$ cat src/lacr_pkg.sv
// constants, types and register map of the load-adaptive regulator
// Notes on behaviour
// - minimum select 0 sets the floor to half the scale, 1 to a quarter
// - decrement only after 32, 8, 2 or 1 samples at or above upper threshold
// - upper threshold is (lower + offset + 1) times 32
// - each sample below lower threshold raises the factor by 1, 2, 4 or 8
// - lower threshold field zero disables the regulation
// - nonzero lower field: increase when load is below field times 32
// - filter bit 0 uses raw load, 1 uses value updated every four full steps
// - stall threshold bits 14..8 are a signed value from -64 to +63
// - stall threshold sets readout range and stall indicator sensitivity
// - current scale field scales coil currents by (value + 1) / 32
// - current scale applies to both coils in serial and step/direction use
package lacr_pkg;
   // apb byte addresses
   localparam logic [7:0] ADDR_ADAPT = 8'h00;
   localparam logic [7:0] ADDR_STALL = 8'h04;
   localparam logic [7:0] ADDR_STATUS = 8'h08;
   localparam logic [7:0] ADDR_IRQ_STAT = 8'h0C;
   localparam logic [7:0] ADDR_IRQ_MASK = 8'h10;
   // load_adaptive_config field positions
   localparam int MIN_SEL_BIT = 15;
   localparam int DEC_CNT_LSB = 13;
   localparam int UP_OFS_LSB = 8;
   localparam int INC_STEP_LSB = 5;
   localparam int LOW_THR_LSB = 0;
   // stall_and_scale_config field positions
   localparam int FILT_BIT = 16;
   localparam int STALL_THR_LSB = 8;
   localparam int CUR_SCALE_LSB = 0;
   // writable bit masks, reserved and address bits read as zero
   localparam logic [19:0] ADAPT_MASK = 20'h0EF6F;
   localparam logic [19:0] STALL_MASK = 20'h17F1F;
   localparam logic [19:0] ADAPT_RESET = 20'h00000;
   localparam logic [19:0] STALL_RESET = 20'h0001F;
   // threshold step of the load value
   localparam int THR_UNIT = 32;
   localparam int LOAD_W = 10;
   localparam int NIRQ = 4;
   // interrupt bit positions
   localparam int IRQ_INC = 0;
   localparam int IRQ_DEC = 1;
   localparam int IRQ_AT_MIN = 2;
   localparam int IRQ_STALL = 3;

   // decoded adaptive configuration
   typedef struct packed {
      logic min_sel;
      logic [1:0] dec_cnt;
      logic [3:0] up_ofs;
      logic [1:0] inc_step;
      logic [3:0] low_thr;
   } lacr_adapt_s;

   // decoded stall and scale configuration
   typedef struct packed {
      logic filt_en;
      logic signed [6:0] stall_thr;
      logic [4:0] cur_scale;
   } lacr_stall_s;

   // regulator states
   typedef enum logic [2:0] {
      ST_OFF = 3'b001,
      ST_RUN = 3'b010,
      ST_SAT = 3'b100
   } lacr_state_e;
endpackage : lacr_pkg

$ cat src/lacr_load_filter.sv
// load measurement filter: raw or averaged over four full steps
module lacr_load_filter #(
   parameter int LOAD_W = 10
) (
   // clock and reset
   input wire logic clk,
   input wire logic nrst,
   // control
   input wire logic filt_en,
   input wire logic full_step,
   // load samples
   input wire logic sample_vld,
   input wire logic [LOAD_W-1:0] load_in,
   // filtered output
   output logic out_vld,
   output logic [LOAD_W-1:0] load_out
);
   logic [LOAD_W+1:0] sum_q;
   logic [1:0] step_cnt_q;
   logic [LOAD_W-1:0] last_q;

   // keep the latest raw sample for the averaging window
   always_ff @(posedge clk or negedge nrst)
   begin
      if (!nrst)
         last_q <= '0;
      else if (sample_vld)
         last_q <= load_in;
   end

   // one result per sample in raw mode, one per four full steps filtered
   always_ff @(posedge clk or negedge nrst)
   begin
      if (!nrst)
      begin
         sum_q <= '0;
         step_cnt_q <= 2'h0;
         out_vld <= 1'b0;
         load_out <= '0;
      end
      else
      begin
         out_vld <= 1'b0;
         if (!filt_en)
         begin
            step_cnt_q <= 2'h0;
            sum_q <= '0;
            if (sample_vld)
            begin
               out_vld <= 1'b1;
               load_out <= load_in;
            end
         end
         else if (full_step)
         begin
            step_cnt_q <= step_cnt_q + 2'h1;
            if (step_cnt_q == 2'h3)
            begin
               // averaging of four steps evens out motor construction spread
               load_out <= LOAD_W'((sum_q + (LOAD_W+2)'(last_q))
                                   >> 2);
               out_vld <= 1'b1;
               sum_q <= '0;
            end
            else
               sum_q <= sum_q + (LOAD_W+2)'(last_q);
         end
      end
   end
endmodule : lacr_load_filter

$ cat src/lacr_regulator.sv
// load-adaptive coil current regulator with apb register access
//
// Our own choices: the APB slave port and the address map.
module lacr_regulator #(
   parameter int LOAD_W = 10
) (
   // clock and reset
   input wire logic clk,
   input wire logic nrst,
   // apb slave
   input wire logic psel,
   input wire logic penable,
   input wire logic pwrite,
   input wire logic [7:0] paddr,
   input wire logic [31:0] pwdata,
   output logic [31:0] prdata,
   output logic pready,
   output logic pslverr,
   // load measurement from the sensing logic
   input wire logic load_vld,
   input wire logic [LOAD_W-1:0] load_raw,
   input wire logic full_step,
   // coil current targets from the sequencer
   input wire logic [7:0] coil_a_in,
   input wire logic [7:0] coil_b_in,
   // outputs
   output logic [7:0] coil_a_out,
   output logic [7:0] coil_b_out,
   output logic [4:0] scale_factor,
   output logic [LOAD_W-1:0] load_readout,
   output logic stall_indicator_output,
   output logic irq
);
   logic [19:0] adapt_q;
   logic [19:0] stall_q;
   lacr_pkg::lacr_adapt_s acfg;
   lacr_pkg::lacr_stall_s scfg;
   logic [4:0] factor_q;
   logic [4:0] floor_v;
   logic [5:0] dec_seen_q;
   logic [5:0] dec_need;
   logic [3:0] inc_amt;
   logic [LOAD_W+1:0] low_lim;
   logic [LOAD_W+1:0] up_lim;
   logic [LOAD_W-1:0] fload;
   logic fvld;
   logic [LOAD_W+1:0] sload;
   logic [5:0] floor_w;
   logic [lacr_pkg::NIRQ-1:0] irq_stat_q;
   logic [lacr_pkg::NIRQ-1:0] irq_mask_q;
   logic [lacr_pkg::NIRQ-1:0] irq_ev;
   lacr_pkg::lacr_state_e state_q;
   logic wr_en;
   logic rd_acc;
   logic addr_ok;

   // scale a coil value by (factor + 1) / 32
   function automatic logic [7:0] scale_coil(input logic [7:0] v,
                                             input logic [4:0] f);
      logic [13:0] p;
      p = 14'(v) * (14'(f) + 14'h1);
      return p[12:5];
   endfunction : scale_coil

   assign acfg = lacr_pkg::lacr_adapt_s'({adapt_q[15:13], adapt_q[11:8],
                                           adapt_q[6:5], adapt_q[3:0]});
   assign scfg = lacr_pkg::lacr_stall_s'({stall_q[16], stall_q[14:8],
                                           stall_q[4:0]});

   // apb decode: single wait-free access, unmapped addresses error
   assign addr_ok = (paddr == lacr_pkg::ADDR_ADAPT) ||
                    (paddr == lacr_pkg::ADDR_STALL) ||
                    (paddr == lacr_pkg::ADDR_STATUS) ||
                    (paddr == lacr_pkg::ADDR_IRQ_STAT) ||
                    (paddr == lacr_pkg::ADDR_IRQ_MASK);
   assign pready = 1'b1;
   assign pslverr = psel && penable && !addr_ok;
   assign wr_en = psel && penable && pwrite;
   assign rd_acc = psel && !penable && !pwrite;

   // configuration words, reserved bits forced to zero on write
   always_ff @(posedge clk or negedge nrst)
   begin
      if (!nrst)
      begin
         adapt_q <= lacr_pkg::ADAPT_RESET;
         stall_q <= lacr_pkg::STALL_RESET;
      end
      else if (wr_en)
      begin
         if (paddr == lacr_pkg::ADDR_ADAPT)
            adapt_q <= pwdata[19:0] & lacr_pkg::ADAPT_MASK;
         if (paddr == lacr_pkg::ADDR_STALL)
            stall_q <= pwdata[19:0] & lacr_pkg::STALL_MASK;
      end
   end

   // mask register
   always_ff @(posedge clk or negedge nrst)
   begin
      if (!nrst)
         irq_mask_q <= '0;
      else if (wr_en && paddr == lacr_pkg::ADDR_IRQ_MASK)
         irq_mask_q <= pwdata[lacr_pkg::NIRQ-1:0];
   end

   // sticky status, write one clears, a new event wins over the clear
   always_ff @(posedge clk or negedge nrst)
   begin
      if (!nrst)
         irq_stat_q <= '0;
      else
      begin
         if (wr_en && paddr == lacr_pkg::ADDR_IRQ_STAT)
            irq_stat_q <= (irq_stat_q & ~pwdata[lacr_pkg::NIRQ-1:0]) | irq_ev;
         else
            irq_stat_q <= irq_stat_q | irq_ev;
      end
   end

   assign irq = |(irq_stat_q & irq_mask_q);

   // read data registered at setup so it is stable in the access phase
   always_ff @(posedge clk or negedge nrst)
   begin
      if (!nrst)
         prdata <= 32'h00000000;
      else if (rd_acc)
      begin
         unique case (paddr)
            lacr_pkg::ADDR_ADAPT: prdata <= {12'h000, adapt_q};
            lacr_pkg::ADDR_STALL: prdata <= {12'h000, stall_q};
            lacr_pkg::ADDR_STATUS:
               prdata <= {9'h000, state_q, stall_indicator_output, 2'h0,
                          factor_q, 2'h0, 10'(load_readout)};
            lacr_pkg::ADDR_IRQ_STAT: prdata <= 32'(irq_stat_q);
            lacr_pkg::ADDR_IRQ_MASK: prdata <= 32'(irq_mask_q);
            default: prdata <= 32'h00000000;
         endcase
      end
   end

   // load filter in front of the regulator
   lacr_load_filter #(.LOAD_W(LOAD_W)) u_filt (
      .clk(clk),
      .nrst(nrst),
      .filt_en(scfg.filt_en),
      .full_step(full_step),
      .sample_vld(load_vld),
      .load_in(load_raw),
      .out_vld(fvld),
      .load_out(fload)
   );

   // readout shifted by the signed stall threshold; higher threshold values read lower
   assign sload = (LOAD_W+2)'(fload) -
                  (LOAD_W+2)'({{(LOAD_W-5){scfg.stall_thr[6]}},
                               scfg.stall_thr});

   // readout and stall indicator; a stall is a clipped-to-zero reading
   always_ff @(posedge clk or negedge nrst)
   begin
      if (!nrst)
      begin
         load_readout <= '0;
         stall_indicator_output <= 1'b0;
      end
      else if (fvld)
      begin
         if (sload[LOAD_W+1])
            load_readout <= '0;
         else if (sload[LOAD_W])
            load_readout <= '1;
         else
            load_readout <= sload[LOAD_W-1:0];
         stall_indicator_output <= sload[LOAD_W+1] ||
                                   (sload == '0);
      end
   end

   // thresholds and step sizes from the fields
   assign low_lim = (LOAD_W+2)'(acfg.low_thr) *
                    (LOAD_W+2)'(lacr_pkg::THR_UNIT);
   assign up_lim = ((LOAD_W+2)'(acfg.low_thr) + (LOAD_W+2)'(acfg.up_ofs) +
                    (LOAD_W+2)'(1)) *
                   (LOAD_W+2)'(lacr_pkg::THR_UNIT);
   // floor in factor units; tiny scales would wrap below zero, so clamp
   assign floor_w = acfg.min_sel
                    ? (6'(scfg.cur_scale) + 6'h01) >> 2
                    : (6'(scfg.cur_scale) + 6'h01) >> 1;
   assign floor_v = (floor_w == 6'h00) ? 5'h00 : 5'(floor_w - 6'h01);

   // decrement sample count and increment size decoding
   always_comb
   begin
      unique case (acfg.dec_cnt)
         2'h0: dec_need = 6'h20;
         2'h1: dec_need = 6'h08;
         2'h2: dec_need = 6'h02;
         2'h3: dec_need = 6'h01;
      endcase
      unique case (acfg.inc_step)
         2'h0: inc_amt = 4'h1;
         2'h1: inc_amt = 4'h2;
         2'h2: inc_amt = 4'h4;
         2'h3: inc_amt = 4'h8;
      endcase
   end

   // adaptive factor: steps only on filtered samples, saturating both ways
   always_ff @(posedge clk or negedge nrst)
   begin
      if (!nrst)
      begin
         factor_q <= 5'h1F;
         dec_seen_q <= 6'h00;
         state_q <= lacr_pkg::ST_OFF;
         irq_ev <= '0;
      end
      else
      begin
         irq_ev <= '0;
         if (acfg.low_thr == 4'h0)
         begin
            // disabled: full programmed scale
            factor_q <= scfg.cur_scale;
            dec_seen_q <= 6'h00;
            state_q <= lacr_pkg::ST_OFF;
         end
         else if (state_q == lacr_pkg::ST_OFF)
         begin
            // enabling starts from the floor and climbs with load
            factor_q <= floor_v;
            state_q <= lacr_pkg::ST_RUN;
         end
         else if (factor_q > scfg.cur_scale)
            factor_q <= scfg.cur_scale;
         else if (factor_q < floor_v)
            factor_q <= floor_v;
         else if (fvld)
         begin
            // a negative reading is below any limit; unsigned compare misses it
            if (sload[LOAD_W+1] || sload < low_lim)
            begin
               dec_seen_q <= 6'h00;
               irq_ev[lacr_pkg::IRQ_INC] <= 1'b1;
               if (6'(factor_q) + 6'(inc_amt) >= 6'(scfg.cur_scale))
                  factor_q <= scfg.cur_scale;
               else
                  factor_q <= factor_q + 5'(inc_amt);
               state_q <= lacr_pkg::ST_RUN;
            end
            else if (sload >= up_lim)
            begin
               if (dec_seen_q + 6'h01 >= dec_need)
               begin
                  dec_seen_q <= 6'h00;
                  irq_ev[lacr_pkg::IRQ_DEC] <= 1'b1;
                  if (factor_q > floor_v)
                     factor_q <= factor_q - 5'h01;
                  else
                  begin
                     state_q <= lacr_pkg::ST_SAT;
                     irq_ev[lacr_pkg::IRQ_AT_MIN] <= 1'b1;
                  end
               end
               else
                  dec_seen_q <= dec_seen_q + 6'h01;
            end
            else
               dec_seen_q <= 6'h00;
         end
         if (fvld && sload[LOAD_W+1])
            irq_ev[lacr_pkg::IRQ_STALL] <= 1'b1;
      end
   end

   assign scale_factor = factor_q;

   // both coils scaled alike, whatever the step source
   always_ff @(posedge clk or negedge nrst)
   begin
      if (!nrst)
      begin
         coil_a_out <= 8'h00;
         coil_b_out <= 8'h00;
      end
      else
      begin
         coil_a_out <= scale_coil(coil_a_in, factor_q);
         coil_b_out <= scale_coil(coil_b_in, factor_q);
      end
   end
endmodule : lacr_regulator

$ cat config.mk
export PLATFORM = sky130hd
export DESIGN_NAME = lacr_regulator
export DESIGN_NICKNAME = d
export VERILOG_FILES = /design/src/lacr_pkg.sv /design/src/lacr_load_filter.sv /design/src/lacr_regulator.sv
export SDC_FILE = /design/constraint.sdc
export NUM_CORES = 1
export LEC_CHECK = 0
export BUFFER_PORTS_ARGS = -buffer_cell sky130_fd_sc_hd__buf_2
export CAP_MARGIN = 0
export CELL_PAD_IN_SITES_DETAIL_PLACEMENT = 0
export CELL_PAD_IN_SITES_GLOBAL_PLACEMENT = 1
export CORE_MARGIN = 1.5
export CORE_UTILIZATION = 25
export CTS_BUF_LIST = sky130_fd_sc_hd__clkbuf_16
export DETAILED_ROUTE_END_ITERATION = 16
export PLACE_DENSITY = 0.47
export SLEW_MARGIN = 20
export SYNTH_ARGS = -nofsm -noshare
export SYNTH_HDL_FRONTEND = slang
export SYNTH_SLANG_ARGS = --single-unit
export TNS_END_PERCENT = 1
$ cat constraint.sdc
create_clock -name clk -period 6.2 [get_ports clk]
set_clock_uncertainty 0.1 [all_clocks]
set_input_delay 0.62 -clock clk [delete_from_list [all_inputs] [get_ports clk]]
set_output_delay 0.62 -clock clk [all_outputs]
set_load 0.01 [all_outputs]
# [Word level (Yosys, flattened, before mapping)]
# Index checks and enable logic that the tools add are counted.
[totals] latch_bits=0 memories=0 input_bits=73 output_inout_bits=67 reg_bits=146 romBits=0 word_cells=162 ramBits=0
[classes] add_sub_neg=12 n_div=0 n_mul=2 eq_ne=20 reduce_logical=39 n_shift=0 muxes=59 order_cmp=7 n_bitwise=5
[ops] operator="$pmux 23 s5" count=1
[ops] operator="$mux 10" count=6
[ops] operator="$mux 5" count=12
[ops] operator="$mux 6" count=8
[ops] operator="$mux 3" count=14
[ops] operator="$mux 12" count=3
[ops] operator="$pmux 6 s4" count=1
[ops] operator="$add 5x1->6 const B" count=3
[ops] operator="$reduce_bool 6->1" count=3
[ops] operator="$eq 8x4->1 const B" count=2
[ops] operator="$pmux 4 s4" count=1
[ops] operator="$mul 8x14->13" count=1
[ops] operator="$mul 8x6->13" count=1
[ops] operator="$add 12x10->12" count=1
[ops] operator="$ge 12x11->1" count=1
[ops] operator="$logic_not 12->1" count=1
[ops] operator="$lt 12x9->1" count=1
[ops] operator="$sub 11x7->12" count=1
[ops] operator="$eq 2x2->1 const B" count=5
[ops] operator="$gt 5x5->1" count=2
[ops] operator="$mux 2" count=5
[ops] operator="$sub 5x1->5 const B" count=2
[ops] operator="$and 4x4->4" count=2
[ops] operator="$eq 8x3->1 const B" count=1
[ops] operator="35 further kinds" count=66

# [Logic depth before layout (Yosys ltp)]
# Gate-level depths: netlist (run 1).
[logic_depth] depth_word=14 mapped_depth=21 mapped_depth_nobuf=19

# [Cells and area by module]
# A second synthesis (run 1) with hierarchy kept.
[unflattened] cells_unflattened=1180 area_unflattened_um2=10877.9
[by_module_without_submodules] module="lacr_regulator" seq_area_each_um2=2516.2 area_each_um2=8966.1 n_inst=1 cells_per_inst=996
[by_module_without_submodules] module="lacr_load_filter" seq_area_each_um2=875.8 area_each_um2=1911.8 n_inst=1 cells_per_inst=184

# [Worst setup path before layout (run 1)]
# OpenSTA, ideal clock, no wires.
[synth_timing] path_kind="reg2reg" from="register factor_q[0], in the netlist scale_factor[0]" to="register coil_a_out[7]" synth_period_minus_slack_ns=4.981 path_stages_with_launch=19 arrival_time_ns=4.801 required_time_ns=6.020 setup_time_ns=0.080 slack_ns=1.219 path_buffers=1 cell_sequence="dfstp_2 clkinv_1 ha_1 clkbuf_1 and2_1 fa_1 ha_1 inv_1 fa_1 inv_1 ha_1 and3_1 a41o_1 a21oi_1 o21bai_1 a21oi_1 o21ai_0 o41ai_1 xnor2_1"
[synth_via] elab_chain_cells=2
[synth_lines] item="start, declared" line_no="lacr_regulator.sv:38" text="logic [4:0] factor_q;"
[synth_lines] item="start signal, assigned" line_no="lacr_regulator.sv:226" text="factor_q <= scfg.cur_scale;"
[synth_lines] item="start signal, assigned" line_no="lacr_regulator.sv:233" text="factor_q <= floor_v;"
[synth_lines] item="start signal, assigned" line_no="lacr_regulator.sv:237" text="factor_q <= scfg.cur_scale;"
[synth_lines] item="$add 5x1->6" line_no="lacr_regulator.sv:61" text="p = 14'(v) * (14'(f) + 14'h1);"
[synth_lines] item="$mul 8x14->13" line_no="lacr_regulator.sv:61"
[synth_lines] item="end signal, assigned" line_no="lacr_regulator.sv:290" text="coil_a_out <= scale_coil(coil_a_in, factor_q);"
[synth_lines] item="end, declared" line_no="lacr_regulator.sv:27" text="output logic [7:0] coil_a_out,"
# No other way between the ends.
# A chain may end at the register's enable or synchronous reset.

# [Final worst setup path (run 1)]
# Same ends and word-level chain as after synthesis.

==> results.toml, run 1 <==
[timing]
max_freq_mhz = 193
max_slew.worst_pin.slew_ns = 0.992
finalHoldViolCount = 0
timing.slew.headroom_pct = 33.9
drv_slew = 0
rsz_0062_raised_after_global_routing = "no"
finalCritPeriodShare_pct = 83.6
timing.final.crit_period_ns = 5.19
setup_violations = 0
finalSetupTns_ns = 0

[detailed_routing]
vias_per_cell = 4.66
detail-route-antenna-nets = 0
vias = 8659
drt_iter0_drc = 431
wire_per_inst_um = 17.7
wl_um = 32900
drt_drc_violations_left = 0
drtPass1Iterations = 6

[floorplan]
floorplan.die_area_mm2 = 0.0448
floorplan.io_pins = 140
placementRows = 76
die_width_um = 212
core_region_area_mm2 = 0.0431
effective_utilization_at_floorplan_pct = 25.3
fp.dieH_um = 212

[worst_setup_path]
arrival_ns = 5.45
nature_of_the_critical_path_startpoint = "flop"
worstPathMaxFanout = 16
critPathRequiredTime_ns = 6.47
path_class = "flop to flop"
end_kind = "flop"
timing.reg2reg.setup_slack_ns = 1.01

[placement]
gpl.final_weighted_congestion = 0.783
detailed_place_hpwl_um = 25100
number_of_port_buffers = 111

[synthesis]
ys_ff_latch = 135
synthesized_area_mm2 = 0.0109
synth_cells = 1159
yosys.area.top_type_share_pct = 28.5
post_synth.cell_area_avg_um2 = 9.40
synthDominantAreaCellType = "dfrtp_1"
async_flop_share_pct = 100
synthDistinctLibCells = 86
ys.warnings.count = 0
synth_ff_type = "dfrtp_1"
synth_top_cells_by_area = "dfrtp_1 28%, ha_1 11%, fa_1 9.2%, nand2_1 3.9%, inv_1 3.7%"
seq_area_frac_synth_pct = 31.1
synth-edff-count = 0

[layout]
fillCellCount = 4569
ratio_of_cells_with_drive_above_1_in_the_final_layout_pct = 17.5
layout-area-overhead-vs-synth_pct = 16.4
layout_common_cells = "124 x dfrtp_1, 112 x nand2_1, 110 x inv_1, 110 x buf_2, 98 x ha_1"
finish.utilization_pct = 29.4
design.final.nets = 1481
layout.cells.most_common = "dfrtp_1"
multi_input_comb_area_mm2 = 0.00688
ff_latch_area_mm2 = 0.00339

[hold_path]
hold_class = "input pin to asynchronous set/reset pin"

[global_routing]
vias_in_the_first_global_route = 8632
grt_first_pass_wirelength_um = 51500
grt_start_max_net_pins = 75
grt.total_usage_pct = 15.2
grt_overflow = 0
grt_antenna_before_repair = 0

[clock_network]
cts_hold_buffers = 0
cts_made_buffers = 17
clock_path_buffers = 2
cts_tree = "yes"
cts_root_buf = "clkbuf_16"
clock_sinks = 135
post_cts_resize_count = 0
post_cts.repair.setup_buffers = 0
htree_levels = 4
worst_skew_pair.late_latency_ns = 0.45
clkTransAtPathRegs_ns = 0.06

[flow_run]
max_cap_violations = 0

[power_and_ir_drop]
vdd.ir_drop.worst_v = 0.000193
power_density_normalized_to_cell_area_mw_per_mm2 = 301
leakagePower_nw = 6.03

[outcome]
run_status = "finished, final reports clean"
flip-flops by register name (all words and copies together), names as in the netlist, 6 cells and up:
register	cells
adapt_q	13
coil_a_out	8
coil_b_out	8
dec_seen_q	6
load_readout	10
prdata	21
stall_q	13
u_filt.last_q	10
u_filt.load_out	10
u_filt.sum_q	12
cells in the mapped netlist (all sizes together), types with 6 or more instances:
| cell type | instances |
|---|---|
| dfrtp | 124 |
| nand2 | 112 |
| inv | 108 |
| ha | 98 |
| and2 | 63 |
| nor2 | 55 |
| a21oi | 52 |
| o21ai | 52 |
| fa | 50 |
| xnor2 | 42 |
| clkbuf | 35 |
| mux2 | 35 |
| nand3 | 21 |
| a21o | 19 |
| buf | 19 |
| nand2b | 18 |
| nor3 | 17 |
| o22ai | 16 |
| nor2b | 15 |
| xor2 | 15 |
| o21a | 13 |
| dfstp | 11 |
| a22oi | 10 |
| or2 | 10 |
| mux2i | 9 |
| a222oi | 8 |
| and3 | 7 |
| nand4 | 7 |
| a211oi | 6 |
| a21boi | 6 |
| o211ai | 6 |
| o21bai | 6 |
| o31ai | 6 |
routing by layer:
| metal | global-route usage, % | routed length [um] |
|---|---|---|
| met1 | 21.5 | 16300 |
| met4 | 4.11 | 371 |
| met2 | 24.1 | 15300 |
| met3 | 1.93 | 941 |
| met5 | 0 | 0 |
power by group:
group	internal (W)	switching (W)
Sequential	0.00101	0.0000653
Combinational	0.000762	0.000941
Clock	0.000593	0.000442
cells by family (layout without fill, tap and decap cells):
logic type / Yosys count / after routing / synth area share, %
other cells: 2 / 13 / 0.0689
flops: 135 / 135 / 31.1
xor+xnor: 57 / 57 / 4.58
mux: 44 / 44 / 4.44
fa+ha+maj: 148 / 148 / 20.4
simple gates: 350 / 350 / 16.2
compound gates: 259 / 259 / 16.9
buf+inv: 164 / 268 / 6.20
metrics by stage:
step	total power, W	instance area [um2]	cells	hold WS [ns]	setup WS [ns]
after floorplan	0.00236	10900	1169	0.224	1.22
after global placement	0.00283	12100	1826	0.311	1.00
after detailed placement	0.00283	12100	1826	0.313	0.941
after CTS	0.00390	12700	1858	0.147	0.933
after global routing	0.00419	12700	1858	0.182	0.484
final	0.00382	12700	1859	0.121	1.01
worst paths after layout:
path | startpoint | end | depth (start not counted)
worst max-delay path | scale_factor[0] | coil_a_out[7] | 19
worst min-delay path | nrst | coil_b_out[4] | 1
worst max register to register | scale_factor[0] | coil_a_out[7] | 19
worst min register to register | irq_ev[3] | irq_stat_q[3] | 1
max in group asynchronous | nrst | prdata[15] | 2
min in group clk | pwdata[15] | adapt_q[15] | 2
layout make-up:
class	count	share of cell area, %
multi-input combinational	870	54.3
sequential	135	26.8
tap	585	5.77
timing repair buffer	126	5.32
clock buffer	17	3.36
inverter	110	3.26
clock inverter	15	1.23
antenna	1	0.0197
critical path, cell delays in order, from the launching register on:
cell	delay [ns]
dfstp_2	0.53
buf_4	0.25
ha_1	0.22
xor2_1	0.15
buf_4	0.25
and2_1	0.18
fa_1	0.39
ha_1	0.29
inv_1	0.05
fa_1	0.52
inv_1	0.04
ha_1	0.27
and3_1	0.18
a41o_1	0.27
a21oi_1	0.27
o21bai_1	0.14
a21oi_1	0.25
o21ai_0	0.22
o41ai_1	0.37
xnor2_1	0.16
(Power assumes the default switching activity.)
==> run 2, diff against run 1 <==
Clock period 6.2 ns to 5.25 ns, I/O delays scaled along.
==> run 2 against run 1 <==
Net effect: clock power is 17% higher; die area stayed put; global-route usage up 0.53 points; fmax is 6.9% higher; final area grew 0.85%; largest cell class unchanged; highest routed layer is now met5.
==> results.toml, run 2 (same netlist as run 1, synthesis figures left out) <==
[outcome]
run_status = "finished, final reports clean"

[placement]
detailed_place_hpwl_um = 25400
gpl.final_weighted_congestion = 0.769
pre_cts_ws_ns = 0.326
number_of_port_buffers = 111

[global_routing]
vias_in_the_first_global_route = 9087
grt_first_pass_wirelength_um = 53000
grt_overflow = 0
grt.total_usage_pct = 15.7
grt_start_max_net_pins = 52
grt_antenna_before_repair = 1

[worst_setup_path]
worstRegToRegCells = 16
timing.rr.end = "coil_b_out[7]"
category_of_cells_accounting_for_the_largest_share_of_critical_path_delay = "adder cells"
timing.reg2reg.setup_slack_ns = 0.40
nature_of_the_critical_path_startpoint = "flop"
path_class = "flop to flop"
arrival_ns = 5.14
worst-path-buf-inv = 3
critPathRequiredTime_ns = 5.54
worstPathMaxFanout = 16
regToRegStartpoint = "scale_factor[0]"
crit_path_max_incr_delay_ns = 0.56
critical-path-top-cell-by-count = "fa_1"
cpMaxStageDelayCell = "dfstp_2"
critical_path_cell_by_cell = "buf_4 > nand3_1 > nor2_1 > buf_4 > nand2_1 > fa_1 > fa_1 > fa_1 > inv_1 > ha_1 > a21oi_1 > o21bai_1 > a21oi_1 > o21ai_0 > o41ai_1 > xnor2_1"
end_kind = "flop"

[floorplan]
core_region_area_mm2 = 0.0431
floorplan.io_pins = 140
placementRows = 76
die_width_um = 212
floorplan.die_area_mm2 = 0.0448
effective_utilization_at_floorplan_pct = 25.3
fp.dieH_um = 212

[flow_run]
max_cap_violations = 0

[clock_network]
clock_sinks = 135
cts_tree = "yes"
htree_levels = 4
worst_skew_pair.late_latency_ns = 0.47
cts_root_buf = "clkbuf_16"
clock_path_buffers = 2
clkTransAtPathRegs_ns = 0.06
cts_made_buffers = 17

[hold_path]
worstHoldEndpoint = "stall_q[13]"
hold_class = "input pin to flop"
whs_path_depth = 3
hold_start = "pwdata[13]"

[layout]
top_regs = "prdata: 21 flops, adapt_q: 13 flops, stall_q: 13 flops"
layout_common_cells = "124 x dfrtp_1, 112 x nand2_1, 111 x inv_1"
insertedDiodeCount = 0
max_ffs_per_register = 21
layout-area-overhead-vs-synth_pct = 17.4
finish.utilization_pct = 29.7
ratio_of_cells_with_drive_above_1_in_the_final_layout_pct = 18.3
layout.cells.most_common = "dfrtp_1"
design.final.nets = 1497
registers.top_by_ff_count = "prdata"

[power_and_ir_drop]
power_density_normalized_to_cell_area_mw_per_mm2 = 352
vdd.ir_drop.worst_v = 0.000242
leakagePower_nw = 6.11

[detailed_routing]
drt_iter0_drc = 509
wl_um = 32900
wire_per_inst_um = 17.6
vias = 8693
drt_drc_violations_left = 0
vias_per_cell = 4.64
drtPass1Iterations = 7
detail-route-antenna-nets = 0

[timing]
finalCritPeriodShare_pct = 92.4
finalHoldViolCount = 0
max_slew.worst_pin.slew_ns = 0.980
final.setup.worst_slack_ns = 0.399
setup_violations = 0
rsz_0062_raised_after_global_routing = "no"
max_freq_mhz = 206
timing.slew.headroom_pct = 34.7
drv_slew = 0
timing.final.crit_period_ns = 4.85
finalSetupTns_ns = 0
[run 2: timing repair]
item,in CTS,in global routing
hold buffers,1,0
buffers inserted,0,0
gates resized for setup,0,1
endpoints found under the setup margin,0,1
endpoints found under the hold margin,44,0
[run 2: layout make-up]
type                    instances  area [um2]
repair buffers                142         797
multi-input cells             870        6880
fillers                      4580       30300
clock inverters                15         143
well taps                     585         732
clock buffers                  17         425
flip-flops and latches        135        3390
inverters                     110         413
[run 2: per-stage QoR]
stage	std cells	cell area [um2]	power [W]	hold WS [ns]
detailed placement	1841	12200	0.00335	0.317
global route	1874	12800	0.00495	0.149
floorplan	1169	10900	0.00279	0.129
CTS	1874	12800	0.00460	0.133
global placement	1841	12200	0.00335	0.312
finish	1874	12800	0.00450	0.173
[run 2: worst min-delay path, stage by stage]
cell     delay, ns
buf_2         0.09
nand2_1       0.04
o21ai_0       0.06
[run 2: how the worst max path moves through the flow]
stage / startpoint / end / cells after the start / slack (ns)
finish: scale_factor[0] / coil_b_out[7] / 16 / 0.40
global placement: scale_factor[0] / coil_b_out[7] / 16 / 0.37
detailed placement: scale_factor[1] / coil_a_out[7] / 18 / 0.33
floorplan: scale_factor[0] / coil_a_out[7] / 18 / 0.27
CTS: scale_factor[1] / coil_a_out[7] / 18 / 0.30
global route: scale_factor[1] / coil_a_out[7] / 18 / 0.008
[run 2: layer usage]
layer  part of all wire [%]  track usage [%]  up-vias  routed length [um]
li1                       -                -     4258                   -
met1                     49             21.6     4280               16200
met2                     46             24.3      123               15200
met3                    2.9             3.37       30                 962
met4                    1.8             5.15        2                 578
met5                  0.036                0        -                  12
[run 2: where the power goes]
part	total (W)	internal, W	switching, W	leakage, nW
sequential	0.00128	0.00120	0.0000786	1.67
clock	0.00120	0.000691	0.000507	0.282
combinational	0.00202	0.000911	0.00111	4.15
total	0.00450	0.00280	0.00170	6.11
==> run 3, diff against run 2 <==
Settings changed: CORE_UTILIZATION 25 to 46, PLACE_DENSITY 0.47 to 0.79.
==> run 3 against run 2 <==
Net effect: routed wire length is 18% lower; register-to-register slack hardly changed; largest cell class unchanged; final area decreased by 2.6%; fmax decreased by 0.28%; global-route usage grew 7.4 points; setup slack got worse by 0.014 ns; clock power rose by 7%; final cell count decreased by 15%.
==> results.toml, run 3 (same netlist as run 1, synthesis figures left out) <==
[global_routing]
grt_start_max_net_pins = 92
grt_overflow = 0
globalRouteMet2Util_pct = 37.9
use_met3_pct = 3.72
grt_first_pass_wirelength_um = 44300
grt_antenna_before_repair = 2
vias_in_the_first_global_route = 8516
grt.total_usage_pct = 23.0
gr-max-usage-layer = "met2"
grt_util_met1_pct = 31.6

[power_and_ir_drop]
leakagePower_nw = 6.09
power_density_normalized_to_cell_area_mw_per_mm2 = 367
power.total_w = 0.00457
vdd.ir_drop.worst_v = 0.000176

[clock_network]
cts_hold_buffers = 0
cts_made_buffers = 17
htree_levels = 4
clock_path_buffers = 2
clock_sinks = 135
clkTransAtPathRegs_ns = 0.07
post_cts.repair.setup_buffers = 0
post_cts_resize_count = 0
worst_skew_pair.late_latency_ns = 0.43
cts_tree = "yes"
cts_root_buf = "clkbuf_16"

[layout]
stdcell_area_mm2 = 0.0124
layout-area-overhead-vs-synth_pct = 14.3
design.final.nets = 1488
ff_latch_area_mm2 = 0.00339
multi_input_comb_area_mm2 = 0.00689
top_regs = "prdata: 21 flops, adapt_q: 13 flops, stall_q: 13 flops"
finish.utilization_pct = 53.4
layout.cells.most_common = "dfrtp_1"
ratio_of_cells_with_drive_above_1_in_the_final_layout_pct = 18.1
registers.top_by_ff_count = "prdata"
layout_common_cells = "124 x dfrtp_1, 112 x nand2_1, 110 x buf_2"
max_ffs_per_register = 21
fillCellCount = 2212

[flow_run]
max_cap_violations = 0

[detailed_routing]
wl_um = 26900
drtPass1Iterations = 7
vias_per_cell = 5.43
detail-route-antenna-nets = 0
drt_drc_violations_left = 0
wire_per_inst_um = 16.8
vias = 8684
drt_iter0_drc = 543

[worst_setup_path]
worstPathMaxFanout = 16
arrival_ns = 5.12
end_kind = "flop"
nature_of_the_critical_path_startpoint = "flop"
path_class = "flop to flop"
startpoint = "scale_factor[1]"
critPathRequiredTime_ns = 5.50
regToRegStartpoint = "scale_factor[1]"

[timing]
finalSetupTns_ns = 0
finalHoldViolCount = 0
drv_slew = 0
finalCritPeriodShare_pct = 92.7
max_freq_mhz = 206
setup_violations = 0
max_slew.worst_pin.slew_ns = 0.936
timing.slew.headroom_pct = 37.6
timing.final.crit_period_ns = 4.86
rsz_0062_raised_after_global_routing = "no"

[outcome]
run_status = "finished, final reports clean"

[hold_path]
hold_class = "input pin to asynchronous set/reset pin"

[floorplan]
fp.dieH_um = 157
core_region_area_mm2 = 0.0233
floorplan.io_pins = 140
effective_utilization_at_floorplan_pct = 46.7
placementRows = 56
floorplan.die_area_mm2 = 0.0246
die_width_um = 157

[placement]
number_of_port_buffers = 111
cell_area_placed_mm2 = 0.0118
detailed_place_hpwl_um = 20500
gpl.final_weighted_congestion = 0.843
-- run 3: cell types whose count changed in the layout (fill, tap and decap cells not counted), moves of 2 or more --
cell	before	now
inv_8	0	2
clkinv_1	4	2
clkinv_4	4	2
inv_6	1	5
inv_1	111	109
buf_4	30	21
-- run 3: path summary, 6_finish.rpt --
check,end,slack [ns],cells past startpoint
max in group asynchronous,u_filt.load_out[7],3.84,2
hold reg to reg,irq_stat_q[1],0.33,1
hold / removal,prdata[21],0.06,1
setup reg to reg,coil_b_out[6],0.39,17
min in group clk,stall_q[12],0.21,3
setup / recovery,coil_b_out[6],0.39,17
-- run 3: power breakdown --
group	total [W]	leakage, nW	switching [W]	internal [W]
sequential	0.00127	1.67	0.0000688	0.00120
combinational	0.00202	4.11	0.00109	0.000929
clock	0.00128	0.301	0.000523	0.000761
-- run 3: final cells by class --
| cell class | instances | share of cell area (%) |
|---|---|---|
| multi-input cells | 870 | 55.3 |
| repair buffers | 133 | 5.94 |
| diodes | 1 | 0.0201 |
| flip-flops and latches | 135 | 27.2 |
| clock buffers | 17 | 3.42 |
| clock inverters | 15 | 1.55 |
| well taps | 319 | 3.21 |
| inverters | 110 | 3.32 |
-- run 3: per-layer routing --
metal,routed length [um],up-vias
met5,0,-
met1,12300,4209
met4,317,0
met3,1270,24
met2,13100,209
li1,-,4242
-- run 3: critical path, stage by stage (launching register included) --
cell      delay [ns]
dfstp_2         0.58
ha_1            0.19
nand3_1         0.10
xnor2_1         0.13
buf_4           0.22
nand2_1         0.10
fa_1            0.48
fa_1            0.52
fa_1            0.54
inv_1           0.04
ha_1            0.31
a21oi_1         0.27
o21bai_1        0.13
a21oi_1         0.28
o21ai_0         0.21
buf_4           0.18
o31ai_1         0.25
xnor2_1         0.16
-- run 3: per-stage QoR --
step / setup WS [ns] / cells / hold WS, ns
floorplan: 0.269 / 1169 / 0.129
global placement: 0.343 / 1567 / 0.311
detailed placement: 0.291 / 1567 / 0.325
CTS: 0.269 / 1599 / 0.128
global route: 0.0318 / 1600 / 0.162
finish: 0.385 / 1600 / 0.0569
